## src/isr_regs.vh

```
`ifndef ISR_REGS_VH
`define ISR_REGS_VH
// ====================================================================
// register offsets (byte addresses, one aligned word each)
`define ISR_OFS_CTRL      8'h00
`define ISR_OFS_EXPOSURE  8'h04
`define ISR_OFS_GAIN      8'h08
`define ISR_OFS_BLACK     8'h0C
`define ISR_OFS_STATUS    8'h10
// ====================================================================
// control register fields
`define ISR_CTRL_STREAM   0
`define ISR_CTRL_PLL      1
`define ISR_CTRL_EMB      2
`define ISR_CTRL_HDR      3
`define ISR_CTRL_COMP     4
`define ISR_CTRL_SHUTTER  5
`define ISR_CTRL_RCM      6
`define ISR_CTRL_W        7
// ====================================================================
// reset values
`define ISR_RST_CTRL      7'h00
`define ISR_RST_EXPOSURE  11'h010
`define ISR_RST_GAIN      8'h20
`define ISR_RST_BLACK     12'h000
// ====================================================================
// geometry and timing counts (in pixel steps)
`define ISR_COLS          1928
`define ISR_ROWS          1088
`define ISR_HBLANK        16
`define ISR_VBLANK        4
`define ISR_EMB_LINES     2
`define ISR_GAIN_SHIFT    5
`define ISR_RESP_OKAY     2'b00
`define ISR_RESP_SLVERR   2'b10
`endif

```

## src/isr_fifo.v

```verilog
`timescale 1ns/100ps
// ====================================================================
// small sample buffer between converter and pixel chain
module isr_fifo #(
  parameter W = 12,
  parameter D = 4,
  parameter AW = 2
) (
  input  wire          clk,
  input  wire          rst_b,
  input  wire [W-1:0]  in_data,
  input  wire          in_valid,
  output reg           in_ready,
  output wire [W-1:0]  out_data,
  output wire          out_valid,
  input  wire          out_ready
);
  reg  [W-1:0] mem [0:D-1];
  reg  [AW-1:0] wptr_reg;
  reg  [AW-1:0] rptr_reg;
  reg  [AW:0]   count_reg;
  localparam [AW:0] DEPTH = D;
  wire          push = in_valid & in_ready;
  wire          pop  = out_valid & out_ready;
  wire [AW:0]   count_next = count_reg + {{AW{1'b0}}, push} - {{AW{1'b0}}, pop};

  assign out_valid = (count_reg != {(AW+1){1'b0}});
  assign out_data  = mem[rptr_reg];

  always @(posedge clk) begin
    if (push) begin
      mem[wptr_reg] <= in_data;
    end
  end

  always @(posedge clk or negedge rst_b) begin
    if (!rst_b) begin
      wptr_reg  <= {AW{1'b0}};
      rptr_reg  <= {AW{1'b0}};
      count_reg <= {(AW+1){1'b0}};
      in_ready  <= 1'b0;
    end else begin
      if (push) wptr_reg <= wptr_reg + 1'b1;
      if (pop) rptr_reg <= rptr_reg + 1'b1;
      count_reg <= count_next;
      // registered ready: full is known one edge ahead
      in_ready  <= (count_next < DEPTH);
    end
  end
endmodule // isr_fifo

```

## src/isr_readout.v

```verilog
`timescale 1ns/100ps
`include "isr_regs.vh"
// Functional notes
// - all timing derived from one input clock
// - parallel mode drives qualifiers plus pixel clock
// - optional embedded data, first/last two lines
// - output pixel rate capped at 74.25 MHz
// - rows stepped in turn: reset, later read
// - exposure is rows between reset and read
// - converter delivers one 12-bit sample per pixel, two per pixel in HDR mode
// - corrections and digital gain before formatting
// - HDR merges exposures into 16-bit pixel
// - compression maps 16-bit value to 12 bits
// - digital output drives external mechanical shutter
// - data valid at pixel clock rising edge
// - qualifiers high while frame/line data valid
// - reset restores every setting to default
// - active-low enable gates the parallel outputs
module isr_readout #(
  parameter COLS   = `ISR_COLS,
  parameter ROWS   = `ISR_ROWS,
  parameter HBLANK = `ISR_HBLANK,
  parameter VBLANK = `ISR_VBLANK
) (
  input  wire        clk,
  input  wire        rst_b,
  input  wire [7:0]  s_axi_awaddr,
  input  wire        s_axi_awvalid,
  output reg         s_axi_awready,
  input  wire [31:0] s_axi_wdata,
  input  wire [3:0]  s_axi_wstrb,
  input  wire        s_axi_wvalid,
  output reg         s_axi_wready,
  output reg  [1:0]  s_axi_bresp,
  output reg         s_axi_bvalid,
  input  wire        s_axi_bready,
  input  wire [7:0]  s_axi_araddr,
  input  wire        s_axi_arvalid,
  output reg         s_axi_arready,
  output reg  [31:0] s_axi_rdata,
  output reg  [1:0]  s_axi_rresp,
  output reg         s_axi_rvalid,
  input  wire        s_axi_rready,
  input  wire        master_input_clock,
  input  wire        oe_b,
  input  wire [11:0] adc_sample,
  input  wire        adc_valid,
  output wire        adc_ready,
  output reg  [11:0] pixel_data_out,
  output reg         frame_valid,
  output reg         line_valid,
  output reg         pixel_out_clock,
  output reg         par_oe,
  output reg         row_reset_strobe,
  output reg  [10:0] row_reset_addr,
  output reg         row_read_strobe,
  output reg  [10:0] row_read_addr,
  output reg         shutter_ctrl,
  output reg         raised_common_mode_sel
);
  localparam [2:0] S_VB   = 3'b001;
  localparam [2:0] S_LINE = 3'b010;
  localparam [2:0] S_HB   = 3'b100;
  localparam [10:0] COLS_L = COLS - 1;
  localparam [10:0] ROWS_W = ROWS;
  localparam [10:0] HB_L   = HBLANK - 1;
  localparam [10:0] VB_L   = VBLANK - 1;
  localparam [10:0] EMB_N  = `ISR_EMB_LINES;

  // ==================================================================
  // registers
  reg  [`ISR_CTRL_W-1:0] ctrl_reg;
  reg  [10:0] exposure_reg;
  reg  [7:0]  gain_reg;
  reg  [11:0] black_reg;
  reg  [15:0] frame_cnt_reg;
  reg  [7:0]  awaddr_reg;
  reg  [31:0] wdata_reg;
  reg  [3:0]  wstrb_reg;
  reg         aw_have_reg;
  reg         w_have_reg;
  reg  [15:0] hist_reg [0:3];

  wire stream_en = ctrl_reg[`ISR_CTRL_STREAM];
  wire pll_en    = ctrl_reg[`ISR_CTRL_PLL];
  wire emb_en    = ctrl_reg[`ISR_CTRL_EMB];
  wire hdr_en    = ctrl_reg[`ISR_CTRL_HDR];
  wire comp_en   = ctrl_reg[`ISR_CTRL_COMP];

  // ==================================================================
  // AXI4-Lite slave: address and data may come in either order
  wire wr_go = aw_have_reg & w_have_reg & ~s_axi_bvalid;

  always @(posedge clk or negedge rst_b) begin
    if (!rst_b) begin
      s_axi_awready <= 1'b0;
      s_axi_wready  <= 1'b0;
      s_axi_bvalid  <= 1'b0;
      s_axi_bresp   <= `ISR_RESP_OKAY;
      aw_have_reg   <= 1'b0;
      w_have_reg    <= 1'b0;
      awaddr_reg    <= 8'h00;
      wdata_reg     <= 32'h00000000;
      wstrb_reg     <= 4'h0;
      ctrl_reg      <= `ISR_RST_CTRL;
      exposure_reg  <= `ISR_RST_EXPOSURE;
      gain_reg      <= `ISR_RST_GAIN;
      black_reg     <= `ISR_RST_BLACK;
    end else begin
      s_axi_awready <= ~aw_have_reg & ~s_axi_awready & s_axi_awvalid;
      s_axi_wready  <= ~w_have_reg & ~s_axi_wready & s_axi_wvalid;
      if (s_axi_awvalid & s_axi_awready) begin
        aw_have_reg <= 1'b1;
        awaddr_reg  <= s_axi_awaddr;
      end
      if (s_axi_wvalid & s_axi_wready) begin
        w_have_reg <= 1'b1;
        wdata_reg  <= s_axi_wdata;
        // lanes travel with the data beat, not with the later decode
        wstrb_reg  <= s_axi_wstrb;
      end
      if (s_axi_bvalid & s_axi_bready) s_axi_bvalid <= 1'b0;
      if (wr_go) begin
        aw_have_reg  <= 1'b0;
        w_have_reg   <= 1'b0;
        s_axi_bvalid <= 1'b1;
        s_axi_bresp  <= `ISR_RESP_OKAY;
        // byte lane 0 carries every writable field except the upper exposure/black bits
        if (awaddr_reg == `ISR_OFS_CTRL) begin
          if (wstrb_reg[0]) ctrl_reg <= wdata_reg[`ISR_CTRL_W-1:0];
        end else if (awaddr_reg == `ISR_OFS_EXPOSURE) begin
          if (wstrb_reg[0]) exposure_reg[7:0] <= wdata_reg[7:0];
          if (wstrb_reg[1]) exposure_reg[10:8] <= wdata_reg[10:8];
        end else if (awaddr_reg == `ISR_OFS_GAIN) begin
          if (wstrb_reg[0]) gain_reg <= wdata_reg[7:0];
        end else if (awaddr_reg == `ISR_OFS_BLACK) begin
          if (wstrb_reg[0]) black_reg[7:0] <= wdata_reg[7:0];
          if (wstrb_reg[1]) black_reg[11:8] <= wdata_reg[11:8];
        end else if (awaddr_reg != `ISR_OFS_STATUS) begin
          s_axi_bresp <= `ISR_RESP_SLVERR;
        end
      end
    end
  end

  always @(posedge clk or negedge rst_b) begin
    if (!rst_b) begin
      s_axi_arready <= 1'b0;
      s_axi_rvalid  <= 1'b0;
      s_axi_rdata   <= 32'h00000000;
      s_axi_rresp   <= `ISR_RESP_OKAY;
    end else begin
      s_axi_arready <= ~s_axi_arready & ~s_axi_rvalid & s_axi_arvalid;
      if (s_axi_rvalid & s_axi_rready) s_axi_rvalid <= 1'b0;
      if (s_axi_arvalid & s_axi_arready) begin
        s_axi_rvalid <= 1'b1;
        s_axi_rresp  <= `ISR_RESP_OKAY;
        if (s_axi_araddr == `ISR_OFS_CTRL) begin
          s_axi_rdata <= {25'h0000000, ctrl_reg};
        end else if (s_axi_araddr == `ISR_OFS_EXPOSURE) begin
          s_axi_rdata <= {21'h000000, exposure_reg};
        end else if (s_axi_araddr == `ISR_OFS_GAIN) begin
          s_axi_rdata <= {24'h000000, gain_reg};
        end else if (s_axi_araddr == `ISR_OFS_BLACK) begin
          s_axi_rdata <= {20'h00000, black_reg};
        end else if (s_axi_araddr == `ISR_OFS_STATUS) begin
          s_axi_rdata <= {14'h0000, line_valid, frame_valid, frame_cnt_reg};
        end else begin
          s_axi_rdata <= 32'h00000000;
          s_axi_rresp <= `ISR_RESP_SLVERR;
        end
      end
    end
  end

  // ==================================================================
  // pixel step: sampled input clock edges, or internal half-rate tick
  reg  mclk_s1_reg, mclk_s2_reg, mclk_s3_reg;
  reg  oe_s1_reg, oe_s2_reg;
  reg  half_reg;
  reg  pend_reg;
  reg  step_d_reg;
  wire tick = pll_en ? half_reg : (mclk_s2_reg & ~mclk_s3_reg);

  always @(posedge clk or negedge rst_b) begin
    if (!rst_b) begin
      mclk_s1_reg <= 1'b0;
      mclk_s2_reg <= 1'b0;
      mclk_s3_reg <= 1'b0;
      oe_s1_reg   <= 1'b1;
      oe_s2_reg   <= 1'b1;
      half_reg    <= 1'b0;
    end else begin
      mclk_s1_reg <= master_input_clock;
      mclk_s2_reg <= mclk_s1_reg;
      mclk_s3_reg <= mclk_s2_reg;
      oe_s1_reg   <= oe_b;
      oe_s2_reg   <= oe_s1_reg;
      // at most one step per two clocks keeps the pixel rate below the cap
      half_reg    <= ~half_reg;
    end
  end

  // ==================================================================
  // frame timing
  reg  [2:0]  state_reg;
  reg  [10:0] col_reg;
  reg  [10:0] line_reg;
  reg         phase_reg;
  reg  [15:0] long_reg;
  reg         long_sat_reg;
  wire [10:0] lines_total = emb_en ? ROWS_W + EMB_N + EMB_N : ROWS_W;
  wire        emb_line = emb_en & ((line_reg < EMB_N) | (line_reg >= ROWS_W + EMB_N));
  wire [10:0] img_row = emb_en ? line_reg - EMB_N : line_reg;
  wire        need = (state_reg == S_LINE) & ~emb_line;
  wire [11:0] fifo_data;
  wire        fifo_valid;
  // no step right after a step: the pixel clock must stay high one cycle
  wire        pop = pend_reg & ~step_d_reg & need & fifo_valid;
  wire        adv = pend_reg & ~step_d_reg & (~need | (fifo_valid & (~hdr_en | phase_reg)));

  isr_fifo #(.W(12), .D(4), .AW(2)) u_fifo (
    .clk       (clk),
    .rst_b     (rst_b),
    .in_data   (adc_sample),
    .in_valid  (adc_valid),
    .in_ready  (adc_ready),
    .out_data  (fifo_data),
    .out_valid (fifo_valid),
    .out_ready (pop)
  );

  // ==================================================================
  // sample correction and gain
  wire [11:0] corr = (fifo_data > black_reg) ? fifo_data - black_reg : 12'h000;
  wire [19:0] prod = corr * gain_reg;
  wire [15:0] lin16 = {1'b0, prod[19:`ISR_GAIN_SHIFT]};
  wire [15:0] short16 = (lin16[15:12] != 4'h0) ? 16'hFFFF : {lin16[11:0], 4'h0};
  // long exposure clipped at full scale: take the scaled short one instead
  wire [15:0] merged = long_sat_reg ? short16 : long_reg;
  wire [15:0] pix16 = hdr_en ? merged : lin16;

  function [11:0] squeeze;
    input [15:0] v;
    reg   [15:0] d;
    begin
      d = 16'h0000;
      if (v < 16'h0400) begin
        squeeze = v[11:0];
      end else if (v < 16'h1000) begin
        d = v - 16'h0400;
        squeeze = 12'h400 + {2'b00, d[11:2]};
      end else if (v < 16'h4000) begin
        d = v - 16'h1000;
        squeeze = 12'h700 + {2'b00, d[13:4]};
      end else begin
        d = v - 16'h4000;
        squeeze = 12'hA00 + {1'b0, d[15:5]};
      end
    end
  endfunction

  wire [11:0] pix12 = comp_en ? squeeze(pix16) :
                      hdr_en ? pix16[15:4] :
                      (pix16[15:12] != 4'h0) ? 12'hFFF : pix16[11:0];

  reg [11:0] emb_word;
  always @* begin
    case (col_reg[2:0])
      3'd0: emb_word = {5'h00, ctrl_reg};
      3'd1: emb_word = {1'b0, exposure_reg};
      3'd2: emb_word = {4'h0, gain_reg};
      3'd3: emb_word = frame_cnt_reg[11:0];
      3'd4: emb_word = hist_reg[0][15:4];
      3'd5: emb_word = hist_reg[1][15:4];
      3'd6: emb_word = hist_reg[2][15:4];
      default: emb_word = hist_reg[3][15:4];
    endcase
  end

  wire [10:0] exp_sum = img_row + exposure_reg;
  wire [10:0] rst_row = (exp_sum >= ROWS_W) ? exp_sum - ROWS_W : exp_sum;
  wire        oe_on = ~oe_s2_reg;
  integer i;

  always @(posedge clk or negedge rst_b) begin
    if (!rst_b) begin
      state_reg <= S_VB;
      col_reg <= 11'h000;
      line_reg <= 11'h000;
      pend_reg <= 1'b0;
      step_d_reg <= 1'b0;
      phase_reg <= 1'b0;
      long_reg <= 16'h0000;
      long_sat_reg <= 1'b0;
      frame_cnt_reg <= 16'h0000;
      pixel_data_out <= 12'h000;
      frame_valid <= 1'b0;
      line_valid <= 1'b0;
      pixel_out_clock <= 1'b0;
      par_oe <= 1'b0;
      row_reset_strobe <= 1'b0;
      row_reset_addr <= 11'h000;
      row_read_strobe <= 1'b0;
      row_read_addr <= 11'h000;
      shutter_ctrl <= 1'b0;
      raised_common_mode_sel <= 1'b0;
      for (i = 0; i < 4; i = i + 1) hist_reg[i] <= 16'h0000;
    end else begin
      pend_reg <= tick | (pend_reg & ~adv);
      step_d_reg <= adv;
      shutter_ctrl <= ctrl_reg[`ISR_CTRL_SHUTTER];
      raised_common_mode_sel <= ctrl_reg[`ISR_CTRL_RCM];
      par_oe <= oe_on;
      row_reset_strobe <= 1'b0;
      row_read_strobe <= 1'b0;
      // low on the step cycle, high next: data settle before the rising edge
      pixel_out_clock <= oe_on & ~adv;
      if (pop & hdr_en & ~phase_reg) begin
        phase_reg <= 1'b1;
        long_reg <= lin16;
        long_sat_reg <= (fifo_data == 12'hFFF);
      end
      if (adv) begin
        phase_reg <= 1'b0;
        frame_valid <= oe_on & (state_reg != S_VB);
        line_valid <= oe_on & (state_reg == S_LINE);
        pixel_data_out <= 12'h000;
        case (state_reg)
          S_VB: begin
            if (col_reg >= VB_L) begin
              col_reg <= 11'h000;
              if (stream_en) state_reg <= S_LINE;
            end else begin
              col_reg <= col_reg + 11'h001;
            end
          end
          S_LINE: begin
            if (emb_line) begin
              pixel_data_out <= oe_on ? emb_word : 12'h000;
            end else begin
              pixel_data_out <= oe_on ? pix12 : 12'h000;
              hist_reg[pix12[11:10]] <= hist_reg[pix12[11:10]] + 16'h0001;
            end
            if (col_reg == 11'h000 && !emb_line) begin
              row_read_strobe <= 1'b1;
              row_read_addr <= img_row;
              row_reset_strobe <= 1'b1;
              row_reset_addr <= rst_row;
            end
            if (col_reg == COLS_L) begin
              col_reg <= 11'h000;
              state_reg <= S_HB;
            end else begin
              col_reg <= col_reg + 11'h001;
            end
          end
          S_HB: begin
            if (col_reg >= HB_L) begin
              col_reg <= 11'h000;
              if (line_reg + 11'h001 >= lines_total) begin
                line_reg <= 11'h000;
                state_reg <= S_VB;
                frame_cnt_reg <= frame_cnt_reg + 16'h0001;
              end else begin
                line_reg <= line_reg + 11'h001;
                state_reg <= S_LINE;
              end
            end else begin
              col_reg <= col_reg + 11'h001;
            end
          end
          default: begin
            state_reg <= S_VB;
            col_reg <= 11'h000;
          end
        endcase
        if (state_reg == S_VB && col_reg == 11'h000) begin
          for (i = 0; i < 4; i = i + 1) hist_reg[i] <= 16'h0000;
        end
      end
      // a disabled port shows no stale pixel or qualifier
      if (!oe_on) begin
        pixel_data_out <= 12'h000;
        frame_valid <= 1'b0;
        line_valid <= 1'b0;
      end
    end
  end
endmodule // isr_readout

```

## config.mk

```make
export PLATFORM = sky130hd
export DESIGN_NAME = isr_readout
export DESIGN_NICKNAME = d
export VERILOG_FILES = /design/src/isr_fifo.v /design/src/isr_readout.v
export VERILOG_INCLUDE_DIRS = /design/src
export SDC_FILE = /design/constraint.sdc
export NUM_CORES = 1
export LEC_CHECK = 0
export BUFFER_PORTS_ARGS = -buffer_cell sky130_fd_sc_hd__buf_2
export CAP_MARGIN = 40
export CORE_ASPECT_RATIO = 1.5
export CORE_MARGIN = 5
export CORE_UTILIZATION = 55
export DETAILED_ROUTE_END_ITERATION = 12
export PLACE_DENSITY = 0.82
export SYNTH_ARGS = -nofsm -noshare
export SYNTH_HDL_FRONTEND = slang
export SYNTH_HIERARCHICAL = 1
export SYNTH_SLANG_ARGS = --single-unit
```

## constraint.sdc

```tcl
create_clock -name clk -period 14 [get_ports clk]
set_input_delay 0 -clock clk [delete_from_list [all_inputs] [get_ports clk]]
set_output_delay 0 -clock clk [all_outputs]
set_load 0.01 [all_outputs]
```

==> results of run 1 <==
## power groups by stage
stage | combinational, mW | sequential, mW | clock, mW
floorplan | 0.624 | 1.10 | 0
global placement | 0.847 | 1.14 | 0
detailed placement | 0.885 | 1.15 | 0
CTS | 0.900 | 1.13 | 0.831
global route | 0.996 | 1.14 | 0.878
finish | 0.924 | 1.14 | 0.830
## cell usage in the layout (no fill, tap or decap), types with 26 or more instances in the layout
cell type and instances:
dfrtp_1 261, nand2_1 250, o21ai_0 185, inv_1 144, buf_2 120, nand3_1 116
nor2_1 98, mux2_2 91, ha_1 83, and2_1 74, a21oi_1 69, fa_1 62
dlygate4sd3_1 48, edfxtp_1 48, xnor2_1 46, and3_1 34, xor2_1 32, nor3_1 31
clkbuf_16 29, a31oi_1 27, o21ai_1 26
## per-stage QoR
stage          utilization, %  hold slack (ns)  total power [mW]
2_1_floorplan               -           -0.296              1.72
3_3_place_gp             57.8            0.107              1.99
3_5_place_dp             58.2            0.107              2.03
4_1_cts                  62.2           0.0320              2.86
5_1_grt                  62.3           0.0639              3.02
6_report                 62.3           0.0607              2.89
## layer usage
| metal | global-route usage (%) | vias to the layer above | wire length, microns |
|---|---|---|---|
| li1 | - | 7743 | - |
| met1 | 32.6 | 8458 | 21000 |
| met2 | 50.2 | 836 | 30200 |
| met3 | 3.77 | 248 | 3920 |
| met4 | 18.2 | 0 | 4290 |
| met5 | 0 | - | 0 |
## what timing repair did
action / CTS / global route
hold buffers: 48 / 0
resized for setup: 0 / 5
setup endpoints to repair: 0 / 41
endpoints found under the hold margin: 221 / 0
## worst register-to-register path, delay by kind of cell, from the launching register on
family,cells,cell delay [ns]
flip-flops,1,0.69
buffers and inverters,3,0.21
AO/OA/AOI/OAI,20,4.69
XOR/XNOR,2,0.53
adder cells (fa/ha/maj),8,3.41
multiplexers,1,0.46
AND/OR/NAND/NOR,12,2.85
## cell usage after synthesis (46+ instances only)
cell type and n:
edfxtp_1 48, nand3_1 116, inv_1 144, clkbuf_1 86
nor2_1 100, mux2_2 91, xnor2_1 46, fa_1 62
ha_1 84, and2_1 74, o21ai_0 185, a21oi_1 69
dfrtp_1 261, nand2_1 251
## worst max path at each step
stage	to	slack, ns	cells after the start
global route	hist_reg[28]$_DFFE_PN0P_	0.08	50
finish	hist_reg[62]$_DFFE_PN0P_	1.01	46
floorplan	hist_reg[14]$_DFFE_PN0P_	1.96	52
global placement	hist_reg[12]$_DFFE_PN0P_	1.21	49
CTS	hist_reg[28]$_DFFE_PN0P_	0.71	49
detailed placement	hist_reg[28]$_DFFE_PN0P_	0.78	49
## logic make-up after synthesis
kind of cell / Yosys count
buffers and inverters: 267
muxes: 130
other: 1
AOI/OAI and AO/OA: 483
adders and majority gates: 146
DFF: 314
and+or+nand+nor: 704
xor gates and xnor gates: 78
## layout make-up
cell class	instances	area, sq um	area share [%]
Tap cell	484	606	2.66
Clock buffer	40	838	3.68
Timing Repair Buffer	201	1400	6.14
Multi-Input combinational cell	1557	11100	48.9
Inverter	145	544	2.39
Sequential cell	314	8100	35.6
Clock inverter	14	146	0.643
Antenna cell	1	2.50	0.0110
==> flow_summary.json, run 1 <==
{
  "status": "completed",
  "tritoncts": "built",
  "async_flop_share_pct": 84.7,
  "yosysSeqAreaShare_pct": 40.0,
  "worstSetupPathType": "reg -> reg",
  "grt_max_degree": 136,
  "hp-start": "oe_b",
  "setup_violations": 0,
  "max_stage_delay_ns": 0.69,
  "fin_area_sq_um": 22800,
  "pin_count": 158,
  "overflow": 0,
  "end_kind": "flip-flop",
  "viasPerCell": 6.27,
  "first_iter_violations": 1699,
  "hp-class": "in -> reg",
  "finalNonFillerCells": 2756,
  "syn_inst": 2123,
  "yosys.area_share.xor_xnor_pct": 3.37,
  "rsz0062_at_grt": "no",
  "place_area_sq_um": 21300,
  "relSlewSlack_pct": 25.2,
  "synth.ff_latch_count": 314,
  "yosys.area.top_type_share_pct": 32.2,
  "dpl.hpwl_microns": 42600,
  "synthesis.area_sq_um": 20300,
  "initial_core_util_pct": 55.4,
  "synth-edff-count": 48,
  "htreeDepth": 1,
  "reg2reg_setup_slack_ns": 1.01,
  "whs_endpoint": "oe_s1_reg$_DFF_PN1_",
  "fin_ws_ns": 1.01,
  "path_delay_family": "compound AO/OA/AOI/OAI gates",
  "post_cts_buffers": 0,
  "ir_drop_uv": 132,
  "nFillCells": 2923,
  "total_leakage_power_nw": 10.3,
  "crit_slowest_cell": "dfrtp_1",
  "clock_latency_ns": 0.61,
  "core_area_sq_um": 36600,
  "drive_gt1_share_pct": 14.9,
  "drt_wl_total_microns": 59500,
  "die-area_sq_um": 40900,
  "port-buffer-count": 119,
  "p_int_mw": 1.80,
  "yosys-top-cells-area": "dfrtp_1, edfxtp_1, fa_1",
  "worst_slew_pin_slew_ns": 1.12,
  "cts_max_path_buffers": 3,
  "synth_mux_area_share_pct": 8.04,
  "wl_per_cell_microns": 21.6,
  "synth_cell_types": 87,
  "switchingPower_mw": 1.09,
  "power_switching_share_pct": 37.8,
  "min_period_ns": 12.99,
  "hold_viol": 0,
  "dp_cells": 2652,
  "combPwrFrac_pct": 32.0,
  "seqPwrFrac_pct": 39.3,
  "maxSlewViolCount": 0,
  "grt_pass1_vias": 17589,
  "crit_required_ns": 14.44,
  "fin_crit_sh_pct": 92.8,
  "crit_top_cell": "o21ai_0",
  "synth_top_family_by_area": "simple AND/OR/NAND/NOR gates",
  "synthSimpleGateAreaFrac_pct": 16.9,
  "cp.arrival_ns": 13.43,
  "fp.dieH_microns": 245,
  "antenna_found_initial": 1,
  "worstRegToRegCells": 46,
  "max_cap_violations": 0,
  "hold_depth": 2,
  "grt.total_usage_pct": 28.5,
  "place.gp.congestion": 0.967,
  "ant_nets": 0,
  "cp_max_fo": 13,
  "r2r-start": "u_fifo/rptr_reg[1]$_DFFE_PN0P_",
  "numClockSinks": 314,
  "grt_pass1_wl_microns": 94200,
  "ys_warn_count": 6,
  "finalSetupTns_ns": 0,
  "nets": 2468,
  "synth_top_area_cell": "dfrtp_1",
  "synth_top_flop_cell": "dfrtp_1",
  "area_delta_synth_final_pct": 12.4,
  "clockPowerShare_pct": 28.7,
  "drtPass1Iterations": 6,
  "avgSynthCellArea_sq_um": 9.55,
  "pre_cts_slack_ns": 0.781,
  "path_buf_inv": 3,
  "dieWidth_microns": 167,
  "r2r-end": "hist_reg[62]$_DFFE_PN0P_",
  "worstSetupStartpointType": "flip-flop",
  "startpoint": "u_fifo/rptr_reg[1]$_DFFE_PN0P_",
  "largest_reg_flops": 64,
  "clock.fmax_mhz": 77.0,
  "synth_fa_ha_area_share_pct": 11.3,
  "vias": 17285,
  "fin_skew_ns": 0.0343,
  "p_per_area_nw_per_um2": 127,
  "rows": 86,
  "cts_buffers": 29,
  "cts_root_buffer": "clkbuf_16",
  "post-route-drc-count": 0,
  "path_clk_slew_ns": 0.07,
  "synth-compound-area-share_pct": 14.9
}
No activity file was read; power rests on OpenSTA's default activity.
==> run 2: changes to the inputs <==
--- a/config.mk
+++ b/config.mk
@@ -8,12 +8,10 @@
 export LEC_CHECK = 0
 export BUFFER_PORTS_ARGS = -buffer_cell sky130_fd_sc_hd__buf_2
 export CAP_MARGIN = 40
-export CORE_ASPECT_RATIO = 1.5
-export CORE_MARGIN = 5
+export CORE_ASPECT_RATIO = 0.75
 export CORE_UTILIZATION = 55
 export DETAILED_ROUTE_END_ITERATION = 12
 export PLACE_DENSITY = 0.82
 export SYNTH_ARGS = -nofsm -noshare
 export SYNTH_HDL_FRONTEND = slang
-export SYNTH_HIERARCHICAL = 1
 export SYNTH_SLANG_ARGS = --single-unit
==> flow_summary.json, run 2 <==
{
  "holdBufCountCts": 47,
  "synth_cell_types": 91,
  "yosys.area.top_type_share_pct": 32.4,
  "ant_nets": 0,
  "clock_latency_ns": 0.61,
  "dieWidth_microns": 223,
  "worstSetupPathType": "reg -> reg",
  "fin_crit_sh_pct": 93.7,
  "setup_violations": 0,
  "max_stage_delay_ns": 0.88,
  "path_clk_slew_ns": 0.07,
  "rows": 60,
  "startpoint": "u_fifo.rptr_reg[0]$_DFFE_PN0P_",
  "area_delta_synth_final_pct": 12.8,
  "nets": 2368,
  "tritoncts": "built",
  "dpl.hpwl_microns": 41400,
  "total_leakage_power_nw": 10.3,
  "drtPass1Iterations": 7,
  "post-route-drc-count": 0,
  "whs_ns": 0.0359,
  "hp-class": "in -> reg",
  "synthesis.area_sq_um": 20200,
  "overflow": 0,
  "yosys-top-cells-area": "dfrtp_1, edfxtp_1, fa_1",
  "die-area_sq_um": 37400,
  "largest_reg_flops": 64,
  "grt_pass1_wl_microns": 90800,
  "port-buffer-count": 119,
  "finalSetupTns_ns": 0,
  "vias": 16707,
  "drt_wl_total_microns": 57100,
  "cts_repair_resize_count": 0,
  "maxSlewViolCount": 0,
  "async_flop_share_pct": 84.7,
  "drive_gt1_share_pct": 17.0,
  "place.gp.congestion": 0.983,
  "reg2reg_setup_slack_ns": 0.88,
  "status": "completed",
  "synth_top_flop_cell": "dfrtp_1",
  "setup.worst_path.end": "hist_reg[31]$_DFFE_PN0P_",
  "viasPerCell": 6.33,
  "worstSetupStartpointType": "flip-flop",
  "worst_slew_pin_slew_ns": 0.904,
  "r2r-end": "hist_reg[31]$_DFFE_PN0P_",
  "worstRegToRegCells": 48,
  "avgSynthCellArea_sq_um": 10.0,
  "synth_common_cells": "dfrtp_1, nand2_1, inv_1, o21ai_0, nor2_1",
  "grt_max_degree": 111,
  "fin_skew_ns": 0.0132,
  "r2r-start": "u_fifo.rptr_reg[0]$_DFFE_PN0P_",
  "core_area_sq_um": 36000,
  "first_iter_violations": 2241,
  "end_kind": "flip-flop",
  "crit_top_cell": "o21ai_0",
  "cp.arrival_ns": 13.64,
  "cp_max_fo": 29,
  "rsz0062_at_grt": "no",
  "final_cell_mix": "dfrtp_1, nand2_1, inv_1",
  "fp.dieH_microns": 168,
  "cts_max_path_buffers": 3,
  "ir_drop_uv": 115,
  "crit_slowest_cell": "dfrtp_1",
  "initial_core_util_pct": 56.0,
  "max_cap_violations": 0,
  "htreeDepth": 1,
  "grt_pass1_vias": 16401,
  "p_per_area_nw_per_um2": 129,
  "crit_required_ns": 14.52,
  "min_period_ns": 13.12,
  "synth_top_area_cell": "dfrtp_1",
  "ys_warn_count": 0,
  "pin_count": 158,
  "relSlewSlack_pct": 39.3,
  "cts_buffers": 31,
  "numClockSinks": 314,
  "grt.total_usage_pct": 30.7,
  "wl_per_cell_microns": 21.6,
  "clock.fmax_mhz": 76.2,
  "antenna_found_initial": 2,
  "hold_viol": 0,
  "syn_inst": 2009,
  "final_common_cell": "dfrtp_1",
  "cts_root_buffer": "clkbuf_16",
  "synth.ff_latch_count": 314,
  "synth.most_common_cell": "dfrtp_1",
  "synth-edff-count": 48,
  "post_cts_buffers": 0,
  "yosysSeqAreaShare_pct": 40.2
}
==> run 2: cell count changes in the layout (fill, tap and decap cells not counted), moves of 8 or more <==
cell and change:
a21oi_1 -10, a22o_1 +30, a31oi_1 -10, and3_1 -9, inv_1 +14, mux4_2 +14
nand2_1 -32, nand3_1 -67, o21a_1 -9, o21ai_0 -53, o22ai_1 +8
==> run 2: worst max-delay path: cells and delay by family, from the launching register on <==
family	cells	cell delay, ns
AO/OA/AOI/OAI	17	3.19
AND/OR/NAND/NOR	15	3.70
multiplexers	2	1.29
XOR/XNOR	1	0.08
flip-flops	1	0.88
buffers and inverters	6	0.78
adder cells (fa/ha/maj)	7	3.05
==> run 2: logic make-up after synthesis <==
| family | after synthesis | synth area share [%] |
|---|---|---|
| flip-flops | 314 | 40.2 |
| AO/OA/AOI/OAI | 449 | 15.2 |
| multiplexers | 141 | 9.23 |
| AND/OR/NAND/NOR | 612 | 15.1 |
| other | 1 | 0.0186 |
| XOR/XNOR | 79 | 3.55 |
| buffers and inverters | 267 | 5.32 |
| adder cells (fa/ha/maj) | 146 | 11.4 |
==> run 2: worst min path at each step <==
stage	depth (start not counted)	end	from	slack [ns]
floorplan	0	aw_have_reg$_DFFE_PN0P_	rst_b	-0.30
global placement	1	oe_s1_reg$_DFF_PN1_	oe_b	0.11
detailed placement	1	oe_s1_reg$_DFF_PN1_	oe_b	0.11
CTS	2	oe_s1_reg$_DFF_PN1_	oe_b	0.02
global route	2	oe_s1_reg$_DFF_PN1_	oe_b	0.03
finish	2	oe_s1_reg$_DFF_PN1_	oe_b	0.04
==> run 2: power by group <==
group / internal [mW] / switching [mW]
registers: 1.02 / 0.110
logic: 0.337 / 0.641
clock network: 0.440 / 0.383
==> run 2: per-layer routing <==
| metal | part of all wire (%) | global-route usage [%] | vias up |
|---|---|---|---|
| met1 | 42 | 44.5 | 8173 |
| met3 | 11 | 6.90 | 156 |
| met2 | 43 | 45.6 | 970 |
| met5 | 0 | 0 | - |
| li1 | - | - | 7408 |
| met4 | 3.4 | 10.3 | 0 |
==> run 2: cell type report <==
| cell class | count | area (sq um) |
|---|---|---|
| Inverter | 159 | 597 |
| Sequential cell | 314 | 8100 |
| Tap cell | 465 | 582 |
| Clock inverter | 22 | 174 |
| Clock buffer | 36 | 815 |
| Antenna cell | 1 | 2.50 |
| Timing Repair Buffer | 199 | 1390 |
| Fill cell | 2801 | 13200 |
| Multi-Input combinational cell | 1443 | 11100 |
==> run 2: per-stage QoR <==
step	worst slack [ns]	utilization [%]	instances	power [mW]	area (sq um)
6_report	0.883	63.2	2639	2.93	22700
5_1_grt	0.0328	63.2	2639	3.06	22700
4_1_cts	1.00	63.2	2638	2.91	22700
3_5_place_dp	1.06	59.1	2533	2.08	21300
3_3_place_gp	1.35	58.7	2523	2.03	21100
2_1_floorplan	2.26	-	2024	1.76	20200
